===== config.mk =====
export PLATFORM = sky130hd
export DESIGN_NAME = branch_call_clear_exec
export DESIGN_NICKNAME = d
export VERILOG_FILES = /design/src/verilog/branch_call_clear_pkg.sv /design/src/verilog/branch_call_clear_exec.sv /design/src/verilog/branch_target_calc.sv
export SDC_FILE = /design/constraint.sdc
export NUM_CORES = 1
export LEC_CHECK = 0
export BUFFER_PORTS_ARGS = -buffer_cell sky130_fd_sc_hd__buf_2
export CORE_ASPECT_RATIO = 0.9
export CORE_MARGIN = 5
export CORE_UTILIZATION = 45
export DETAILED_ROUTE_END_ITERATION = 10
export PLACE_DENSITY = 0.69
export SKIP_LAST_GASP = 1
export SLEW_MARGIN = 25
export SYNTH_ARGS = -nofsm -noshare
export SYNTH_HDL_FRONTEND = slang
export SYNTH_SLANG_ARGS = --single-unit

===== constraint.sdc =====
create_clock -name CLK_SYS -period 2.9 [get_ports CLK_SYS]
set_input_delay 0.145 -clock CLK_SYS [delete_from_list [all_inputs] [get_ports CLK_SYS]]
set_output_delay 0.145 -clock CLK_SYS [all_outputs]
set_load 0.005 [all_outputs]

===== src/verilog/branch_call_clear_pkg.sv =====
// shared constants for the branch, call and clear execute block
package branch_call_clear_pkg;

    // ------------------------------------------------------------------
    // widths
    // ------------------------------------------------------------------
    localparam int PC_W     = 21;
    localparam int KLIT_W   = 20;
    localparam int DM_W     = 12;
    localparam int STAT_W   = 5;
    localparam int BANK_W   = 4;
    localparam int APB_AW   = 12;

    // ------------------------------------------------------------------
    // opcode fields
    // ------------------------------------------------------------------
    localparam logic [3:0]  OP_BIT_TOGGLE   = 4'h7;
    localparam logic [7:0]  OP_BRANCH_OVF   = 8'hE4;
    localparam logic [7:0]  OP_BRANCH_ZERO  = 8'hE0;
    localparam logic [6:0]  OP_CALL_FIRST   = 7'h76;
    localparam logic [3:0]  OP_CALL_SECOND  = 4'hF;
    localparam logic [6:0]  OP_CLEAR_REG    = 7'h35;
    localparam logic [15:0] OP_NOP          = 16'h0000;
    localparam int          CALL_FAST_BIT   = 8;
    localparam int          ACCESS_FLAG_BIT = 8;

    // ------------------------------------------------------------------
    // status flag positions and access bank split
    // ------------------------------------------------------------------
    localparam int          FLAG_Z          = 2;
    localparam int          FLAG_OV         = 3;
    localparam logic [7:0]  ACCESS_SPLIT    = 8'h80;
    localparam logic [3:0]  ACCESS_HI_BANK  = 4'hF;
    localparam logic [3:0]  ACCESS_LO_BANK  = 4'h0;

    // ------------------------------------------------------------------
    // program counter steps
    // ------------------------------------------------------------------
    localparam logic [PC_W-1:0] PC_STEP     = 21'h000002;
    localparam logic [PC_W-1:0] PC_RESET    = 21'h000000;

    // ------------------------------------------------------------------
    // register map
    // ------------------------------------------------------------------
    localparam logic [APB_AW-1:0] REG_CTRL    = 12'h000;
    localparam logic [APB_AW-1:0] REG_PC      = 12'h004;
    localparam logic [APB_AW-1:0] REG_SHADOW  = 12'h008;
    localparam logic [APB_AW-1:0] REG_RETTOP  = 12'h00C;
    localparam int                CTRL_RUN    = 0;
    localparam logic              CTRL_RESET_RUN = 1'b1;
    localparam int                SH_W_LSB    = 0;
    localparam int                SH_STAT_LSB = 8;
    localparam int                SH_BANK_LSB = 16;

    // ------------------------------------------------------------------
    // instruction cycle phases
    // ------------------------------------------------------------------
    typedef enum logic [3:0] {
        PH_Q1 = 4'b0001,
        PH_Q2 = 4'b0010,
        PH_Q3 = 4'b0100,
        PH_Q4 = 4'b1000
    } phase_type;

endpackage


===== src/verilog/branch_call_clear_exec.sv =====
// execute logic for toggle, conditional branches, call and clear
// Overview of operation
// - toggle bit b of f, flags kept
// - overflow branch: fixed upper byte, offset low
// - overflow branch taken only when flag set
// - zero branch: fixed upper byte, offset low
// - zero branch taken only when flag set
// - offset signed, doubled, added to pc
// - target is incremented pc plus doubled offset
// - taken: two cycles, idle second; else one
// - offset in Q2, Q3 process, Q4 pc write
// - call is two words, fast flag first
// - call reaches full two megabyte space
// - call pushes call address plus four
// - fast call copies working, flags, bank
// - plain call leaves shadows unchanged
// - call loads literal into pc 20:1
// - call two cycles, idle second, flags kept
// - clear writes zero, sets zero flag
// - access flag chooses access or selected bank
//
// Our own choices: the APB register port and the address map.
`timescale 1ns/100ps
module branch_call_clear_exec (
    // clock, reset, enable
    input  wire logic                                    CLK_SYS,
    input  wire logic                                    ARST_N,
    input  wire logic                                    CE,
    // program memory
    output logic      [branch_call_clear_pkg::PC_W-1:0]  PROG_ADDR,
    input  wire logic [15:0]                             INSTR_DATA,
    // data memory
    output logic      [branch_call_clear_pkg::DM_W-1:0]  DM_ADDR,
    output logic                                         DM_RD,
    input  wire logic [7:0]                              DM_RDATA,
    output logic                                         DM_WR,
    output logic      [7:0]                              DM_WDATA,
    // core registers
    input  wire logic [7:0]                              W_IN,
    input  wire logic [branch_call_clear_pkg::STAT_W-1:0] STATUS_IN,
    input  wire logic [branch_call_clear_pkg::BANK_W-1:0] BANK_SELECT_IN,
    output logic                                         Z_SET,
    // return stack
    output logic                                         STACK_PUSH,
    output logic      [branch_call_clear_pkg::PC_W-1:0]  RETURN_TOP,
    // shadow registers
    output logic      [7:0]                              WORKING_SHADOW,
    output logic      [branch_call_clear_pkg::STAT_W-1:0] FLAGS_SHADOW,
    output logic      [branch_call_clear_pkg::BANK_W-1:0] BANK_SELECT_SHADOW,
    // apb slave
    input  wire logic                                    PSEL,
    input  wire logic                                    PENABLE,
    input  wire logic                                    PWRITE,
    input  wire logic [branch_call_clear_pkg::APB_AW-1:0] PADDR,
    input  wire logic [31:0]                             PWDATA,
    output logic      [31:0]                             PRDATA,
    output logic                                         PREADY,
    output logic                                         PSLVERR
);
    import branch_call_clear_pkg::*;

    // ------------------------------------------------------------------
    // decode helpers
    // ------------------------------------------------------------------
    function automatic logic is_toggle(input logic [15:0] op);
        return op[15:12] == OP_BIT_TOGGLE;
    endfunction

    function automatic logic is_bovf(input logic [15:0] op);
        return op[15:8] == OP_BRANCH_OVF;
    endfunction

    function automatic logic is_bzero(input logic [15:0] op);
        return op[15:8] == OP_BRANCH_ZERO;
    endfunction

    function automatic logic is_call(input logic [15:0] op);
        return op[15:9] == OP_CALL_FIRST;
    endfunction

    function automatic logic is_clear(input logic [15:0] op);
        return op[15:9] == OP_CLEAR_REG;
    endfunction

    // access bank covers the low half of bank 0 and the top half of bank 15
    function automatic logic [DM_W-1:0] file_addr(input logic [15:0] op,
                                                  input logic [BANK_W-1:0] bank);
        if (op[ACCESS_FLAG_BIT])
            return {bank, op[7:0]};
        else if (op[7:0] < ACCESS_SPLIT)
            return {ACCESS_LO_BANK, op[7:0]};
        else
            return {ACCESS_HI_BANK, op[7:0]};
    endfunction

    function automatic logic [7:0] bit_mask(input logic [2:0] b);
        return 8'h01 << b;
    endfunction

    // ------------------------------------------------------------------
    // state
    // ------------------------------------------------------------------
    typedef struct packed {
        phase_type         q;
        logic              flush;
        logic [15:0]       ir;
        logic [PC_W-1:0]   pc;
        logic [7:0]        data;
        logic              taken;
        logic [7:0]        w_sh;
        logic [STAT_W-1:0] st_sh;
        logic [BANK_W-1:0] bank_sh;
        logic [PC_W-1:0]   return_stack_top;
        logic              push;
        logic [DM_W-1:0]   dm_addr;
        logic              dm_rd;
        logic              dm_wr;
        logic              z_set;
        logic              run;
        logic [31:0]       prdata;
        logic              pslverr;
    } state_type;

    state_type       cur;
    state_type       next_cur;
    logic [PC_W-1:0] branch_target;
    logic            apb_setup;
    logic            apb_write;

    branch_target_calc branch_target_calc_i (
        .pc_now (cur.pc),
        .offset (cur.data),
        .target (branch_target)
    );

    assign apb_setup = PSEL && !PENABLE;
    assign apb_write = PSEL && PENABLE && PWRITE;

    // ------------------------------------------------------------------
    // next state
    // ------------------------------------------------------------------
    always_comb begin
        next_cur       = cur;
        next_cur.push  = 1'b0;
        next_cur.dm_wr = 1'b0;
        next_cur.z_set = 1'b0;

        // a halted core parks at Q1 so it never stops mid-instruction
        unique case (cur.q)
            PH_Q1: begin
                if (cur.run) begin
                    next_cur.q = PH_Q2;
                    if (cur.flush) begin
                        next_cur.ir    = OP_NOP;
                        next_cur.flush = 1'b0;
                    end else begin
                        next_cur.ir      = INSTR_DATA;
                        next_cur.pc      = PC_W'(cur.pc + PC_STEP);
                        next_cur.dm_addr = file_addr(INSTR_DATA, BANK_SELECT_IN);
                        next_cur.dm_rd   = is_toggle(INSTR_DATA) || is_clear(INSTR_DATA);
                    end
                end
            end
            PH_Q2: begin
                next_cur.q    = PH_Q3;
                next_cur.data = cur.ir[7:0];
                if (is_call(cur.ir)) begin
                    next_cur.return_stack_top  = PC_W'(cur.pc + PC_STEP);
                    next_cur.push = 1'b1;
                end
            end
            PH_Q3: begin
                next_cur.q     = PH_Q4;
                next_cur.dm_rd = 1'b0;
                next_cur.taken = (is_bovf(cur.ir) && STATUS_IN[FLAG_OV])
                              || (is_bzero(cur.ir) && STATUS_IN[FLAG_Z]);
                if (is_toggle(cur.ir)) begin
                    next_cur.data  = DM_RDATA ^ bit_mask(cur.ir[11:9]);
                    next_cur.dm_wr = 1'b1;
                end
                if (is_clear(cur.ir)) begin
                    next_cur.data  = 8'h00;
                    next_cur.dm_wr = 1'b1;
                    next_cur.z_set = 1'b1;
                end
                if (is_call(cur.ir) && cur.ir[CALL_FAST_BIT]) begin
                    next_cur.w_sh    = W_IN;
                    next_cur.st_sh   = STATUS_IN;
                    next_cur.bank_sh = BANK_SELECT_IN;
                end
            end
            PH_Q4: begin
                next_cur.q = PH_Q1;
                if (cur.taken) begin
                    next_cur.pc    = branch_target;
                    next_cur.flush = 1'b1;
                    next_cur.taken = 1'b0;
                end
                if (is_call(cur.ir)) begin
                    // second word sits at the fetch address now
                    next_cur.pc    = {INSTR_DATA[11:0], cur.ir[7:0], 1'b0};
                    next_cur.flush = 1'b1;
                end
            end
            default: begin
                next_cur.q = PH_Q1;
            end
        endcase

        // read data captured in the setup phase, so the access needs no wait
        if (apb_setup) begin
            next_cur.pslverr = 1'b0;
            next_cur.prdata  = 32'h0000_0000;
            unique case (PADDR)
                REG_CTRL:   next_cur.prdata[CTRL_RUN] = cur.run;
                REG_PC:     next_cur.prdata[PC_W-1:0] = cur.pc;
                REG_SHADOW: begin
                    next_cur.prdata[SH_W_LSB +: 8]         = cur.w_sh;
                    next_cur.prdata[SH_STAT_LSB +: STAT_W] = cur.st_sh;
                    next_cur.prdata[SH_BANK_LSB +: BANK_W] = cur.bank_sh;
                end
                REG_RETTOP: next_cur.prdata[PC_W-1:0] = cur.return_stack_top;
                default:    next_cur.pslverr = 1'b1;
            endcase
        end
        if (apb_write && PADDR == REG_CTRL) begin
            next_cur.run = PWDATA[CTRL_RUN];
        end
    end

    always_ff @(posedge CLK_SYS or negedge ARST_N) begin
        if (!ARST_N) begin
            cur         <= '0;
            cur.q       <= PH_Q1;
            cur.ir      <= OP_NOP;
            cur.pc      <= PC_RESET;
            cur.run     <= CTRL_RESET_RUN;
        end else if (CE) begin
            cur <= next_cur;
        end
    end

    // ------------------------------------------------------------------
    // outputs
    // ------------------------------------------------------------------
    assign PROG_ADDR          = cur.pc;
    assign DM_ADDR            = cur.dm_addr;
    assign DM_RD              = cur.dm_rd;
    assign DM_WR              = cur.dm_wr;
    assign DM_WDATA           = cur.data;
    assign Z_SET              = cur.z_set;
    assign STACK_PUSH         = cur.push;
    assign RETURN_TOP         = cur.return_stack_top;
    assign WORKING_SHADOW     = cur.w_sh;
    assign FLAGS_SHADOW       = cur.st_sh;
    assign BANK_SELECT_SHADOW = cur.bank_sh;
    assign PRDATA             = cur.prdata;
    assign PSLVERR            = PSEL && PENABLE && cur.pslverr;
    assign PREADY             = PSEL && PENABLE;

    // ------------------------------------------------------------------
    // checks
    // ------------------------------------------------------------------
    a_toggle_write:
    assert property (@(posedge CLK_SYS) disable iff (!ARST_N)
        (CE && cur.q == PH_Q3 && is_toggle(cur.ir)) |=>
        (DM_WR && DM_WDATA == ($past(DM_RDATA) ^ bit_mask($past(cur.ir[11:9])))))
        else $error("toggle wrote wrong data");

    a_ovf_sample:
    assert property (@(posedge CLK_SYS) disable iff (!ARST_N)
        (CE && cur.q == PH_Q3 && is_bovf(cur.ir)) |=> (cur.taken == $past(STATUS_IN[FLAG_OV])))
        else $error("overflow branch decision wrong");

    a_zero_sample:
    assert property (@(posedge CLK_SYS) disable iff (!ARST_N)
        (CE && cur.q == PH_Q3 && is_bzero(cur.ir)) |=> (cur.taken == $past(STATUS_IN[FLAG_Z])))
        else $error("zero branch decision wrong");

    a_zero_taken:
    assert property (@(posedge CLK_SYS) disable iff (!ARST_N)
        (CE && cur.q == PH_Q4 && cur.taken) |=> (cur.pc == $past(branch_target) && cur.flush))
        else $error("taken branch did not load target");

    a_not_taken_hold:
    assert property (@(posedge CLK_SYS) disable iff (!ARST_N)
        (CE && cur.q == PH_Q4 && !cur.taken && !is_call(cur.ir)) |=> (cur.pc == $past(cur.pc) && !cur.flush))
        else $error("untaken branch changed pc");

    a_idle_cycle:
    assert property (@(posedge CLK_SYS) disable iff (!ARST_N)
        (CE && cur.q == PH_Q1 && cur.run && cur.flush) |=> (cur.ir == OP_NOP && $stable(cur.pc)))
        else $error("idle cycle executed a word");

    a_call_push:
    assert property (@(posedge CLK_SYS) disable iff (!ARST_N)
        (CE && cur.q == PH_Q2 && is_call(cur.ir)) |=> (STACK_PUSH && RETURN_TOP == PC_W'($past(cur.pc) + PC_STEP)))
        else $error("call pushed wrong return address");

    a_fast_save:
    assert property (@(posedge CLK_SYS) disable iff (!ARST_N)
        (CE && cur.q == PH_Q3 && is_call(cur.ir) && cur.ir[CALL_FAST_BIT]) |=>
        (WORKING_SHADOW == $past(W_IN) && FLAGS_SHADOW == $past(STATUS_IN)
         && BANK_SELECT_SHADOW == $past(BANK_SELECT_IN)))
        else $error("fast call did not save");

    a_plain_keep:
    assert property (@(posedge CLK_SYS) disable iff (!ARST_N)
        (CE && is_call(cur.ir) && !cur.ir[CALL_FAST_BIT]) |=>
        ($stable(WORKING_SHADOW) && $stable(FLAGS_SHADOW) && $stable(BANK_SELECT_SHADOW)))
        else $error("plain call changed shadows");

    a_call_target:
    assert property (@(posedge CLK_SYS) disable iff (!ARST_N)
        (CE && cur.q == PH_Q4 && is_call(cur.ir)) |=>
        (cur.pc == {$past(INSTR_DATA[11:0]), $past(cur.ir[7:0]), 1'b0}))
        else $error("call target wrong");

    a_clear_zero:
    assert property (@(posedge CLK_SYS) disable iff (!ARST_N)
        (CE && cur.q == PH_Q3 && is_clear(cur.ir)) |=> (DM_WR && DM_WDATA == 8'h00 && Z_SET))
        else $error("clear did not write zero");

    a_write_phase:
    assert property (@(posedge CLK_SYS) disable iff (!ARST_N)
        DM_WR |-> (cur.q == PH_Q4))
        else $error("data write outside Q4");

endmodule


===== src/verilog/branch_target_calc.sv =====
// relative branch target adder
`timescale 1ns/100ps
module branch_target_calc (
    // operands
    input  wire logic [branch_call_clear_pkg::PC_W-1:0] pc_now,
    input  wire logic [7:0]                             offset,
    // result
    output logic      [branch_call_clear_pkg::PC_W-1:0] target
);
    import branch_call_clear_pkg::*;

    logic [PC_W-1:0] step;

    // offset is signed words; doubled to bytes
    always_comb begin
        step   = {{(PC_W-9){offset[7]}}, offset, 1'b0};
        target = PC_W'(pc_now + step);
    end

endmodule

After elaboration in Yosys (flattened, before gate mapping)
Cells that the tools add are included.
{"block": "classes", "eq_ne": 18, "bitwise": 2, "n_mux": 30, "shifts": 1, "n_mul": 0, "addsub": 2, "div": 0, "magnitude_cmp": 1, "reduce_logical": 29}
{"op": "$mux W21", "n": 3}
{"op": "$mux W42", "n": 1}
{"op": "$pmux W21 S2", "n": 1}
{"op": "$pmux W12 S3", "n": 1}
{"op": "$eq A12 B4 Y1 const B", "n": 2}
{"op": "$mux W12", "n": 2}
{"op": "$pmux W4 S3", "n": 2}
{"op": "$add A21 B2 Y21 const B", "n": 1}
{"op": "$add A21 B21 Y21", "n": 1}
{"op": "$eq A8 B8 Y1 const B", "n": 2}
{"op": "$mux W16", "n": 1}
{"op": "$mux W8", "n": 2}
{"op": "$pmux W8 S2", "n": 1}
{"op": "$eq A7 B6 Y1 const B", "n": 2}
{"op": "$eq A12 B3 Y1 const B", "n": 1}
{"op": "$eq A4 B3 Y1 const B", "n": 3}
{"op": "$logic_not A12 Y1", "n": 1}
{"op": "$reduce_and A3 Y1", "n": 4}
{"op": "$reduce_and A4 Y1", "n": 3}
{"op": "$logic_and A1 B1 Y1", "n": 8}
{"op": "$lt A8 B8 Y1 const B", "n": 1}
{"op": "$mux W1", "n": 8}
{"op": "$pmux W1 S2", "n": 4}
{"op": "$reduce_and A2 Y1", "n": 4}
{"op": "17 further kinds", "n": 24}
{"block": "totals", "memories": 0, "out_inout_bits": 117, "ff_bits": 128, "in_bits": 91, "mem_bits_rw": 0, "latch_bits": 0, "rom_bits": 0}

Depth between registers and ports, before layout
{"block": "depth", "ltp_word": 5, "mapped_depth": 10}

Cells and area by module
Synthesis repeated with hierarchy kept, for this count alone.
{"block": "hier_totals", "hier_cells": 915, "area_unflattened_um2": 8493.1}
{"mod": "branch_call_clear_exec", "area_each_um2": 7557.2, "cells_per_inst": 786, "n_inst": 1, "seq_area_each_um2": 3205.6}
{"mod": "branch_target_calc", "area_each_um2": 935.9, "cells_per_inst": 129, "n_inst": 1, "seq_area_each_um2": 0.0}

Worst setup path after synthesis
OpenSTA, ideal clock, no wires.
{"block": "synth_timing", "kind": "register to register", "startpoint": "register cur, in the netlist PROG_ADDR[1]", "endpoint": "register cur, in the netlist PROG_ADDR[11]", "t_arrival_ns": 2.259, "path_stages_with_launch": 11, "setup_slack_ns": 0.546, "setup_time_ns": 0.095, "period_less_slack_ns": 2.354, "cell_sequence": "dfrtp_1 > ha_1 > inv_1 > fa_1 > nor2b_1 > o31a_1 > nor3_1 > o31ai_1 > xor2_1 > mux2i_1 > o31ai_1"}
{"block": "synth_via", "elab_chain_cells": 4}
{"element": "start: declaration", "line_no": "branch_call_clear_exec.sv:124", "source": "state_type cur;"}
{"element": "start signal: assignment", "line_no": "branch_call_clear_exec.sv:239", "source": "cur <= next_cur;"}
{"element": "$add A21 B21 Y21 / $add A21 B2 Y21 (equally long branches)", "line_no": "branch_target_calc.sv:17, branch_call_clear_exec.sv:158"}
{"element": "$mux W21, on equally long branches", "line_no": "branch_call_clear_exec.sv:194, branch_call_clear_exec.sv:153"}
{"element": "$mux W21 / $mux W42 (equally long branches)", "line_no": "branch_call_clear_exec.sv:199, branch_call_clear_exec.sv:151"}
{"element": "$pmux W21 S2 (*)", "line_no": "branch_call_clear_exec.sv:149", "source": "unique case (cur.q)"}
Every way passes the cells marked *; elsewhere a longest branch is shown, timed or not. The select of a mux whose other input is x is not followed.
A chain may end at the register's enable or synchronous reset.

Final worst setup path
{"block": "layout_timing", "startpoint": "register cur, in the netlist PROG_ADDR[1]", "endpoint": "register cur, in the netlist PROG_ADDR[15]"}
Same word-level chain as after synthesis.

==> flow_metrics.tcl <==
set metrics [dict create \
    synthCells 904 \
    finalInstanceArea_um2 9450 \
    cts-root-buf "clkbuf_16" \
    fmax_ghz 0.389 \
    postCtsSetupBuffers 0 \
    track_usage_pct 22.6 \
    place_congestion 0.868 \
    fin_skew_ns 0.0118 \
    io_pins 208 \
    vias 6883 \
    tns_ns 0 \
    stdcell_count 1254 \
    insertion_delay_ns 0.43 \
    grt_pass1_vias 6690 \
    maxCapViolations 0 \
    clock_path_buffers 2 \
    fin_nets 1113 \
    dieArea_um2 20900 \
    cts_max_level 4 \
    dp_slack_ns 0.364 \
    area_growth_pct 15.8 \
    rows 46 \
    synth_cell_types 69 \
    p_sw_share_pct 25.8 \
    fin_crit_ns 2.57 \
    antenna_cells 0 \
    ys_seq_elements 126 \
    rsz0062_at_grt "no" \
    synth_compound_area_share_pct 18.3 \
    netlist_area_um2 8160 \
    clk_pin_slew_worst_paths_ns 0.06 \
    timing.rr.end "PROG_ADDR[15]$_DFFE_PN0P_" \
    slowest_stage "o31ai_1" \
    synth-xor-area-share_pct 4.08 \
    hold_class "primary input to flip-flop" \
    async_reset_ff_share_pct 100 \
    die_x_um 152 \
    comb_power_share_pct 8.7 \
    relSlewSlack_pct 62.1 \
    pwr-share-seq_pct 41.6 \
    dr.pass1.iters 5 \
    hold_path_end "cur[121]$_DFFE_PN0P_" \
    intPower_mw 3.26 \
    placed_cells 1197 \
    cp.arrival_ns 2.87 \
    worst_slew_pin_slew_ns 0.568 \
    cp_top_family "compound AO/OA/AOI/OAI gates" \
    rr_startpoint "PROG_ADDR[1]$_DFFE_PN0P_" \
    ff2ff_path_depth 10 \
    critPathRequiredTime_ns 3.21 \
    grt_overflow 0 \
    drive_above_1_share_pct 28.3 \
    fin_crit_sh_pct 88.6 \
    startpoint_type "flip-flop" \
    synthMuxAreaShare_pct 7.29 \
    grt_max_degree 54 \
    synth.avg_cell_area_um2 9.02 \
    synth_top_area_share_pct 38.0 \
    setup_violations 0 \
    grt_pass1_wl_mm 37.5 \
    synthAdderAreaFrac_pct 3.31 \
    switching_power_mw 1.14 \
    hold_viol 0 \
    ys_seq_area_share_pct 38.7 \
    timing.hold.ws_ns 0.0111 \
    clock-sinks 126 \
    min_from "INSTR_DATA[3]" \
    slew_violations 0 \
    status "completed" \
    cts_buffers 17 \
    vias_per_cell 5.49 \
    cts_resized 0 \
    antenna_left 0 \
    hold_depth 2 \
    core_um2 17700 \
    wire_per_inst_um 18.8 \
    die_height_um 138 \
    yosys-top-cells-area "dfrtp_1 38%, buf_4 10%, mux2_2 5.9%" \
    clkPwrFrac_pct 49.7 \
    routed_wl_mm 23.6 \
    peakVddDrop_mv 0.430 \
    crit_chain "ha_1, inv_1, fa_1, nor2b_1, o31a_1, nor3_1, o31ai_1, a21oi_1, xor2_1, o21ai_0" \
    tritoncts "built" \
    hpwl_mm 17.6 \
    setup_slack_ns 0.331 \
    synth_top_family_by_area "compound AO/OA/AOI/OAI gates" \
    synth_warnings 0 \
    drt_iter0_drc 467 \
    worstSetupPathType "flip-flop to flip-flop" \
    synth_ff_type "dfrtp_1" \
    antenna_found_initial 0 \
    cellLeakagePower_nw 4.51 \
    drc 0 \
    synth-simple-area-share_pct 15.0 \
    place_area_um2 8600 \
    start_util_pct 46.0 \
    worst-path-buf-inv 1 \
    path_max_fanout 4 \
    power_density_nw_per_um2 466 \
    endpoint_kind "flip-flop" \
    port-buffer-count 163 \
    yosysTopAreaCell "dfrtp_1" \
    r2r_slack_ns 0.33 \
    crit_path_max_incr_delay_ns 0.46 \
    synth-edff-count 0 \
]
[worst max path at each step]
| stage | from | to | slack, ns | cells after the start |
|---|---|---|---|---|
| after floorplan | PROG_ADDR[1]$_DFFE_PN0P_ | PROG_ADDR[11]$_DFFE_PN0P_ | 0.55 | 10 |
| after global placement | PROG_ADDR[1]$_DFFE_PN0P_ | PROG_ADDR[15]$_DFFE_PN0P_ | 0.40 | 10 |
| after detailed placement | PROG_ADDR[1]$_DFFE_PN0P_ | PROG_ADDR[15]$_DFFE_PN0P_ | 0.36 | 10 |
| after CTS | PROG_ADDR[1]$_DFFE_PN0P_ | PROG_ADDR[15]$_DFFE_PN0P_ | 0.35 | 10 |
| after global routing | PROG_ADDR[1]$_DFFE_PN0P_ | PROG_ADDR[13]$_DFFE_PN0P_ | 0.07 | 10 |
| final | PROG_ADDR[1]$_DFFE_PN0P_ | PROG_ADDR[15]$_DFFE_PN0P_ | 0.33 | 10 |
[cells in the mapped netlist (all sizes together) (2+ instances only)]
cell,instances
a22oi,22
a41oi,2
o221ai,2
a21o,7
a22o,13
nand3,19
nand2,69
mux2,43
inv,15
xnor2,17
nand2b,16
and2,4
dfstp,2
a21oi,75
ha,20
a211oi,4
nor4,5
nand3b,6
a31oi,7
nor3b,2
o21ai,69
mux2i,11
o31ai,6
nor4b,2
or4,4
buf,125
and4,2
nor2,73
o21a,6
and3,6
o41ai,3
nand4,11
nor2b,4
or2,3
o211ai,2
clkbuf,34
a221oi,2
o22ai,4
nor3,19
o2bb2ai,4
xor2,21
dfrtp,124
a32oi,2
[timing repair]
| action | in CTS | in global routing |
|---|---|---|
| setup endpoints to repair | 0 | 0 |
| hold endpoints to repair | 50 | 0 |
| hold buffers | 25 | 0 |
[cell usage in the layout, fill, tap and decap left out, types with 7 or more instances in the layout]
| cell | n |
|---|---|
| nand3_1 | 19 |
| buf_2 | 162 |
| inv_1 | 15 |
| nand2b_1 | 16 |
| dfrtp_1 | 124 |
| nor3_1 | 17 |
| a21o_1 | 7 |
| clkbuf_16 | 17 |
| conb_1 | 13 |
| mux2i_1 | 11 |
| nand2_1 | 69 |
| ha_1 | 20 |
| xor2_1 | 21 |
| a21oi_1 | 75 |
| buf_4 | 36 |
| a22oi_1 | 22 |
| mux2_2 | 43 |
| nand4_1 | 11 |
| a22o_1 | 13 |
| o21ai_0 | 66 |
| dlygate4sd3_1 | 25 |
| nor2_1 | 71 |
| xnor2_1 | 17 |
[flip-flops by register name (all words and copies together), names as in the netlist, 4 cells and up]
signal              count
BANK_SELECT_SHADOW      4
DM_ADDR                12
DM_WDATA                8
FLAGS_SHADOW            5
PRDATA                 21
PROG_ADDR              20
RETURN_TOP             20
WORKING_SHADOW          8
cur                    24
[cell families after synthesis]
kind of cell,Yosys count
other cells,1
fa+ha+maj,21
xor+xnor,38
compound gates,241
buf+inv,174
flops,126
mux,54
simple gates,249
[power groups by stage]
| stage | registers (mW) | logic [mW] | clock network, mW |
|---|---|---|---|
| final | 1.83 | 0.384 | 2.19 |
| after CTS | 1.83 | 0.386 | 2.22 |
| after global placement | 1.86 | 0.356 | 0 |
| after floorplan | 1.85 | 0.226 | 0 |
| after global routing | 1.83 | 0.430 | 2.28 |
| after detailed placement | 1.86 | 0.358 | 0 |
[final cells by class]
| cell class | instances | area, µm² |
|---|---|---|
| flip-flops and latches | 126 | 3160 |
| clock inverters | 14 | 159 |
| repair buffers | 225 | 1370 |
| clock buffers | 18 | 439 |
| well taps | 240 | 300 |
| inverters | 15 | 56.3 |
| fillers | 1687 | 8280 |
| multi-input cells | 616 | 3970 |
[worst register-to-register path, delay by kind of cell (launching register included)]
family	cells	cell delay, ns
simple gates	2	0.32
xor+xnor	1	0.20
flops	1	0.37
buf+inv	1	0.05
compound gates	4	0.95
fa+ha+maj	2	0.55
[through the flow]
step	power (mW)	util, %
2_1_floorplan	2.07	-
6_report	4.40	53.3
3_3_place_gp	2.21	48.5
5_1_grt	4.54	53.3
4_1_cts	4.43	53.3
3_5_place_dp	2.22	48.5
[metal layers]
| metal | part of all wire (%) | GRT usage (%) | vias up | wire, µm |
|---|---|---|---|---|
| met5 | 0 | 0 | - | 0 |
| met4 | 1.1 | 5.54 | 0 | 269 |
| met3 | 9.2 | 6.60 | 25 | 2180 |
| met2 | 43 | 33.9 | 301 | 10200 |
| met1 | 46 | 32.3 | 3251 | 10900 |
| li1 | - | - | 3306 | - |
(Power assumes the default switching activity.)
